### src/rtl/halt_release_cfg.svh
`ifndef HALT_RELEASE_CFG_SVH
`define HALT_RELEASE_CFG_SVH

// address shown on the bus while restart is held low
`define RESTART_VECTOR_ADDR 16'hfffe
// second byte of the restart vector
`define RESTART_VECTOR_ADDR_LO 16'hffff
// reset values of the pin-side outputs
`define RW_IDLE_LEVEL 1'b1
`define SYNC_RESET_LEVEL 1'b1
// float pin idles low, so its chain must not come out of reset asserted
`define FLOAT_SYNC_RESET_LEVEL 1'b0

`endif

### src/rtl/halt_release_pkg.sv
package halt_release_pkg;

	// one-hot control states
	typedef enum logic [1:0]
	{
		st_run = 2'b01,
		st_stopped = 2'b10
	} ctrl_state_t;

endpackage

### src/rtl/pin_sync.sv
`timescale 1ns/1ps
`default_nettype none
`include "halt_release_cfg.svh"

// two-flop synchroniser for one asynchronous pin
module pin_sync
#(
	parameter logic RESET_LEVEL = `SYNC_RESET_LEVEL
)
(
	input wire logic core_clk,
	input wire logic reset_n,
	input wire logic pin_in,
	output logic pin_out
);

	logic stage1;

	always_ff @(posedge core_clk)
	begin
		if (!reset_n)
		begin
			stage1 <= RESET_LEVEL;
			pin_out <= RESET_LEVEL;
		end
		else
		begin
			stage1 <= pin_in;
			pin_out <= stage1;
		end
	end

endmodule // pin_sync

`default_nettype wire

### src/rtl/cpu_halt_bus_release_control.sv
// Operation
// - stop request low stops all activity; high lets instructions run
// - bus-released low while executing instructions, high once fully stopped or while waiting for an interrupt
// - bus-released high floats address, data, read/write and forces valid-address low
// - interrupts arriving while stopped are latched and serviced after release
// - restart while stopped: valid-address low, released low, data float, read, FFFE
// - after restart while stopped, release of stop fetches vector FFFE/FFFF
// - a stop request finishes the current instruction; never stops mid-instruction
// - stop request arriving after the sample point stops after the next instruction
// - bus-released rises after the final cycle with the bus floated
// - one-cycle release of stop request steps exactly one instruction
// - bus-released rises again after the stepped instruction's last cycle
// - opcode fetch is cycle one; a step fetches from the next address
// - while waiting for an interrupt, released high, valid-address low, bus floated
// - float control high floats address and read/write, forces strobe and released low
// - restart release loads program counter from FFFE/FFFF
`timescale 1ns/1ps
`default_nettype none
`include "halt_release_cfg.svh"

module cpu_halt_bus_release_control
#(
	parameter int ADDR_W = 16,
	parameter int DATA_W = 8
)
(
	input wire logic core_clk,
	input wire logic reset_n,
	// device pins, asynchronous to core_clk
	input wire logic halt_n,
	input wire logic restart_n,
	input wire logic float_control,
	input wire logic irq_n,
	input wire logic nmi_n,
	// instruction sequencer side, same clock
	input wire logic core_last_cycle,
	input wire logic core_opcode_fetch,
	input wire logic core_waiting,
	input wire logic [ADDR_W-1:0] core_address,
	input wire logic [DATA_W-1:0] core_data,
	input wire logic core_data_drive,
	input wire logic core_rw,
	input wire logic core_vma,
	input wire logic core_irq_ack,
	input wire logic core_nmi_ack,
	output logic core_advance,
	output logic core_restart,
	output logic reset_vector_fetch,
	output logic irq_pending,
	output logic nmi_pending,
	output logic step_fetch,
	// bus pins
	output logic [ADDR_W-1:0] address_lines_out,
	output logic address_lines_oe,
	output logic [DATA_W-1:0] data_lines_out,
	output logic data_lines_oe,
	output logic rw_out,
	output logic rw_oe,
	output logic valid_address_strobe,
	output logic bus_released
);

	logic halt_s;
	logic restart_s;
	logic float_s;
	logic irq_s;
	logic nmi_s;
	logic nmi_prev;
	logic restart_prev;
	logic restart_seen;
	logic stepping;
	halt_release_pkg::ctrl_state_t state;
	halt_release_pkg::ctrl_state_t next_state;

	pin_sync u_sync_halt (.core_clk(core_clk), .reset_n(reset_n), .pin_in(halt_n), .pin_out(halt_s));
	pin_sync u_sync_restart (.core_clk(core_clk), .reset_n(reset_n), .pin_in(restart_n), .pin_out(restart_s));
	pin_sync #(.RESET_LEVEL(`FLOAT_SYNC_RESET_LEVEL)) u_sync_float (.core_clk(core_clk), .reset_n(reset_n),
		.pin_in(float_control), .pin_out(float_s));
	pin_sync u_sync_irq (.core_clk(core_clk), .reset_n(reset_n), .pin_in(irq_n), .pin_out(irq_s));
	pin_sync u_sync_nmi (.core_clk(core_clk), .reset_n(reset_n), .pin_in(nmi_n), .pin_out(nmi_s));

	wire restart_active = !restart_s;
	wire restart_release = restart_s && !restart_prev;
	wire nmi_edge = !nmi_s && nmi_prev;
	// stop request looked at only at the boundary point of the final cycle
	wire boundary_sample = core_last_cycle && (state == halt_release_pkg::st_run);
	wire stop_now = boundary_sample && !halt_s;
	wire resume_now = (state == halt_release_pkg::st_stopped) && halt_s;
	wire next_stopped = (next_state == halt_release_pkg::st_stopped);
	wire vector_now = resume_now && (restart_seen || restart_release) && !restart_active;
	wire free_vector = restart_release && !next_stopped;
	wire released_now = (next_stopped || core_waiting) && !restart_active && !float_s;

	always_comb
	begin
		next_state = state;
		unique case (state)
			halt_release_pkg::st_run:
			begin
				if (stop_now)
					next_state = halt_release_pkg::st_stopped;
			end
			halt_release_pkg::st_stopped:
			begin
				if (halt_s)
					next_state = halt_release_pkg::st_run;
			end
		endcase
	end

	always_ff @(posedge core_clk)
	begin
		if (!reset_n)
			state <= halt_release_pkg::st_run;
		else
			state <= next_state;
	end

	// restart seen while stopped waits for the stop request to go away
	always_ff @(posedge core_clk)
	begin
		if (!reset_n)
		begin
			restart_prev <= 1'b1;
			restart_seen <= 1'b0;
		end
		else
		begin
			restart_prev <= restart_s;
			if (restart_active && next_stopped)
				restart_seen <= 1'b1;
			else if (vector_now)
				restart_seen <= 1'b0;
		end
	end

	always_ff @(posedge core_clk)
	begin
		if (!reset_n)
			reset_vector_fetch <= 1'b0;
		else
			reset_vector_fetch <= vector_now || free_vector;
	end

	// interrupts latched while stopped; a new event beats the acknowledge
	always_ff @(posedge core_clk)
	begin
		if (!reset_n)
		begin
			nmi_prev <= 1'b1;
			nmi_pending <= 1'b0;
			irq_pending <= 1'b0;
		end
		else
		begin
			nmi_prev <= nmi_s;
			if (nmi_edge)
				nmi_pending <= 1'b1;
			else if (core_nmi_ack && state == halt_release_pkg::st_run)
				nmi_pending <= 1'b0;
			if (!irq_s)
				irq_pending <= 1'b1;
			else if (core_irq_ack && state == halt_release_pkg::st_run)
				irq_pending <= 1'b0;
		end
	end

	// a one-cycle release marks the next opcode fetch as a step
	always_ff @(posedge core_clk)
	begin
		if (!reset_n)
		begin
			stepping <= 1'b0;
			step_fetch <= 1'b0;
		end
		else
		begin
			if (resume_now)
				stepping <= 1'b1;
			else if (core_opcode_fetch && core_advance)
				stepping <= 1'b0;
			step_fetch <= stepping && core_opcode_fetch && core_advance;
		end
	end

	always_ff @(posedge core_clk)
	begin
		if (!reset_n)
		begin
			core_advance <= 1'b1;
			core_restart <= 1'b0;
		end
		else
		begin
			core_advance <= !next_stopped && !float_s;
			core_restart <= restart_active;
		end
	end

	// output state selection: restart, then float control, then released
	always_ff @(posedge core_clk)
	begin
		if (!reset_n)
		begin
			bus_released <= 1'b0;
			valid_address_strobe <= 1'b0;
			address_lines_out <= ADDR_W'(`RESTART_VECTOR_ADDR);
			address_lines_oe <= 1'b0;
			data_lines_out <= '0;
			data_lines_oe <= 1'b0;
			rw_out <= `RW_IDLE_LEVEL;
			rw_oe <= 1'b0;
		end
		else if (restart_active)
		begin
			bus_released <= 1'b0;
			valid_address_strobe <= 1'b0;
			address_lines_out <= ADDR_W'(`RESTART_VECTOR_ADDR);
			address_lines_oe <= 1'b1;
			data_lines_out <= '0;
			data_lines_oe <= 1'b0;
			rw_out <= `RW_IDLE_LEVEL;
			rw_oe <= 1'b1;
		end
		else if (float_s)
		begin
			bus_released <= 1'b0;
			valid_address_strobe <= 1'b0;
			address_lines_out <= core_address;
			address_lines_oe <= 1'b0;
			data_lines_out <= core_data;
			data_lines_oe <= core_data_drive;
			rw_out <= core_rw;
			rw_oe <= 1'b0;
		end
		else if (released_now)
		begin
			bus_released <= 1'b1;
			valid_address_strobe <= 1'b0;
			address_lines_out <= core_address;
			address_lines_oe <= 1'b0;
			data_lines_out <= core_data;
			data_lines_oe <= 1'b0;
			rw_out <= core_rw;
			rw_oe <= 1'b0;
		end
		else
		begin
			bus_released <= 1'b0;
			valid_address_strobe <= core_vma;
			address_lines_out <= core_address;
			address_lines_oe <= 1'b1;
			data_lines_out <= core_data;
			data_lines_oe <= core_data_drive;
			rw_out <= core_rw;
			rw_oe <= 1'b1;
		end
	end

endmodule // cpu_halt_bus_release_control

`default_nettype wire

### config.mk
export PLATFORM = sky130hd
export DESIGN_NAME = cpu_halt_bus_release_control
export DESIGN_NICKNAME = d
export VERILOG_FILES = /design/src/rtl/halt_release_pkg.sv /design/src/rtl/pin_sync.sv /design/src/rtl/cpu_halt_bus_release_control.sv
export VERILOG_INCLUDE_DIRS = /design/src /design/src/rtl
export SDC_FILE = /design/constraint.sdc
export NUM_CORES = 1
export LEC_CHECK = 0
export BUFFER_PORTS_ARGS = -buffer_cell sky130_fd_sc_hd__buf_2
export CAP_MARGIN = 15
export CORE_MARGIN = 2
export CORE_UTILIZATION = 25
export DETAILED_ROUTE_END_ITERATION = 10
export PLACE_DENSITY = 0.53
export SLEW_MARGIN = 20
export SYNTH_ARGS = -nofsm -noshare
export SYNTH_HDL_FRONTEND = slang
export SYNTH_SLANG_ARGS = --single-unit
### constraint.sdc
create_clock -name core_clk -period 1.3 [get_ports core_clk]
set_input_delay 0.26 -clock core_clk [delete_from_list [all_inputs] [get_ports core_clk]]
set_output_delay 0.26 -clock core_clk [all_outputs]
set_load 0.05 [all_outputs]
==> flow_metrics.env <==
export IMPL_area_growth_pct=38.0
export IMPL_synth_cell_area_um2=1540
export IMPL_syn_avg_cell_area_um2=11.6
export IMPL_synth_top_family_by_area="simple AND/OR/NAND/NOR gates"
export IMPL_cts_buffers=5
export IMPL_vias=1132
export IMPL_routedWlPerCell_um=10.9
export IMPL_ant_nets=0
export IMPL_synthSimpleGateAreaFrac=0.228
export IMPL_slowest_delay_ns=0.47
export IMPL_cts_htree_levels=2
export IMPL_layout_top_registers="address_lines_out (16), data_lines_out (8), state (2)"
export IMPL_synth_seq_area_share=0.665
export IMPL_post_route_period_util=0.909
export IMPL_finalSetupTns_ns=0
export IMPL_power_density_nw_per_um2=1520
export IMPL_core_area_um2=5920
export IMPL_clock_skew_ns=0.00445
export IMPL_min_path_cells=2
export IMPL_r2r_end="restart_seen$_SDFFE_PN0P_"
export IMPL_final_hold_viol_count=0
export IMPL_grt_pass1_vias=1065
export IMPL_wirelength_um=3140
export IMPL_p_leak_nw=0.982
export IMPL_required_ns=1.50
export IMPL_timing_rr_start="state[1]$_SDFF_PN0_"
export IMPL_ys_ff_latch=51
export IMPL_top_register="address_lines_out"
export IMPL_cts_tree="yes"
export IMPL_synth_cell_types=28
export IMPL_cp_start_kind="flop"
export IMPL_grt_usage=0.0989
export IMPL_p_sw_uw=828
export IMPL_drt_pass1_iter_count=4
export IMPL_cts_root_buf="clkbuf_8"
export IMPL_outcome="completed"
export IMPL_p_seq_frac=0.515
export IMPL_cts_setup_buffers=0
export IMPL_clk_path_buf_depth=2
export IMPL_period_minus_slack_ns=1.18
export IMPL_maxCapViolCount=0
export IMPL_synthesis_nets=171
export IMPL_cts_repair_resize_count=0
export IMPL_yosysWarnings=0
export IMPL_rr_worst_depth=3
export IMPL_hold_path_class="input pin to flop"
export IMPL_cp_max_fo=9
export IMPL_hold_end="address_lines_out[1]$_SDFF_PN1_"
export IMPL_rsz0062_at_grt="no"
export IMPL_die_width_um=82.4
export IMPL_start_util=0.259
export IMPL_ctsHoldBuffers=0
export IMPL_slew_viol_final=0
export IMPL_cp_slowest_cell="dfxtp_1"
export IMPL_worstPathArrival_ns=1.38
export IMPL_routed_via_density=3.94
export IMPL_gp_congestion=0.740
export IMPL_num_rows=28
export IMPL_cp_cell_sequence="nor2b_1, nand3_1, a32o_1"
export IMPL_hold_start="core_address[1]"
export IMPL_clkSinkCount=51
export IMPL_die_area_um2=6780
export IMPL_nFillCells=626
export IMPL_route_detailed_drc=0
export IMPL_clkLatencyLatePin_ns=0.30
export IMPL_detail_route_iter0_violations=63
export IMPL_drive_gt1_frac=0.439
export IMPL_synth_compound_area_frac=0.0782
export IMPL_max_freq_mhz=846
export IMPL_io_buffer_count=74
export IMPL_diodes=0
export IMPL_worst_slew_pin_slew_ns=0.446
export IMPL_pin_count=75
export IMPL_grt_first_pass_wirelength_um=4890
export IMPL_finalSetupViolCount=0
export IMPL_pwr_share_clk=0.351
export IMPL_grt_max_degree=18
export IMPL_largest_reg_flops=16
export IMPL_crit_path_end_kind="flop"
export IMPL_r2r_slack_ns=0.12
export IMPL_antenna_found_initial=0
export IMPL_critPathKind="flop to flop"
export IMPL_final_net_count=250
export IMPL_hpwl_um=2340
export IMPL_startpoint="state[1]$_SDFF_PN0_"
export IMPL_grt_overflow=0
export IMPL_yosys_area_share_xor_xnor=0
export IMPL_die_height_um=82.4
export IMPL_synth_mux_area_frac=0
export IMPL_synthCells=132
export IMPL_max_slew_margin=0.702
export IMPL_synthAdderAreaFrac=0
export IMPL_switching_share=0.257
export IMPL_p_int_mw=2.39
export IMPL_path_clk_slew_ns=0.09
export IMPL_power_frac_comb=0.134
export IMPL_fin_util=0.358
export IMPL_ir_worst_vdd_mv=0.523
==> worst max-delay path, delay by kind of cell, from the launching register on <==
kind,cells,cell delay [ns]
AOI/OAI and AO/OA,1,0.26
DFF,1,0.47
and+or+nand+nor,2,0.36
==> power by group through the flow <==
stage	Combinational (mW)	Sequential (mW)	Clock [mW]
2_1_floorplan	0.103	1.90	0
3_3_place_gp	0.437	1.70	0
3_5_place_dp	0.437	1.70	0
4_1_cts	0.438	1.66	1.17
5_1_grt	0.464	1.67	1.25
6_report	0.433	1.66	1.13
==> cells by family (layout without fill, tap and decap cells) <==
logic type      count (synthesis)  count (layout)
flops                          51              51
compound gates                 14              14
simple gates                   58              58
buf+inv                         9              89
==> layer usage <==
metal / track usage / up-vias / share of wire
met3: 0.0326 / 6 / 0.074
li1: - / 591 / -
met5: 0 / - / 0
met2: 0.150 / 40 / 0.44
met1: 0.121 / 495 / 0.46
met4: 0.0600 / 0 / 0.025
==> area by class of cell <==
cell class	count	area, um^2	share of cell area
Sequential cell	51	1020	0.482
Multi-Input combinational cell	72	470	0.222
Timing Repair Buffer	79	408	0.193
Tap cell	75	93.8	0.0443
Clock buffer	6	82.6	0.0390
Clock inverter	2	35.0	0.0165
Inverter	2	7.51	0.00354
==> how the worst max path moves through the flow <==
stage,slack (ns),depth (start not counted),to
floorplan,0.15,1,rw_oe
global placement,0.16,3,rw_oe$_SDFF_PN0_
detailed placement,0.13,3,restart_seen$_SDFFE_PN0P_
CTS,0.10,1,irq_pending
global route,0.0007,3,restart_seen$_SDFFE_PN0P_
finish,0.12,3,restart_seen$_SDFFE_PN0P_
==> per-stage QoR <==
stage                     hold slack (ns)  cells  total power, mW  setup slack, ns  instance area, um^2
after global routing                0.113    287             3.38         0.000664                 2120
after detailed placement            0.390    279             2.13            0.131                 2000
after floorplan                     0.338    132             2.00            0.146                 1540
after global placement              0.390    279             2.13            0.157                 2000
final                               0.135    287             3.22            0.118                 2120
after CTS                           0.121    287             3.27            0.100                 2120
==> cell usage in the layout, fill, tap and decap left out, drive strengths merged, types with 2 or more instances in the layout <==
cell type | netlist | routed
a21oi | 4 | 4
and2 | 2 | 2
and3 | 9 | 9
buf | 4 | 79
clkbuf | 3 | 6
dfxtp | 51 | 51
inv | 2 | 2
nand2 | 5 | 5
nand2b | 10 | 10
nand3b | 2 | 2
nor2 | 7 | 7
nor2b | 2 | 2
o21ai | 2 | 2
or2 | 16 | 16
==> cells in the mapped netlist <==
| master | n | area [um^2] |
|---|---|---|
| a211oi_2 | 1 | 12.5 |
| a21oi_1 | 4 | 20.0 |
| a22oi_1 | 1 | 7.51 |
| a2bb2oi_1 | 1 | 8.76 |
| a311oi_2 | 1 | 15.0 |
| a31o_2 | 1 | 8.76 |
| a32o_1 | 1 | 10.0 |
| and2_1 | 2 | 12.5 |
| and3_1 | 9 | 56.3 |
| buf_2 | 2 | 10.0 |
| buf_4 | 2 | 15.0 |
| clkbuf_1 | 3 | 11.3 |
| dfxtp_1 | 51 | 1020 |
| inv_1 | 2 | 7.51 |
| nand2_1 | 5 | 18.8 |
| nand2b_1 | 10 | 62.6 |
| nand3_1 | 1 | 5.00 |
| nand3b_1 | 2 | 15.0 |
| nand4b_1 | 1 | 8.76 |
| nor2_1 | 7 | 26.3 |
| nor2b_1 | 2 | 12.5 |
| nor3_1 | 1 | 5.00 |
| nor3b_2 | 1 | 12.5 |
| nor4b_2 | 1 | 15.0 |
| o2111a_1 | 1 | 11.3 |
| o21ai_1 | 2 | 10.0 |
| o41ai_2 | 1 | 16.3 |
| or2_1 | 16 | 100 |
No activity file was read; power rests on OpenSTA's default activity.
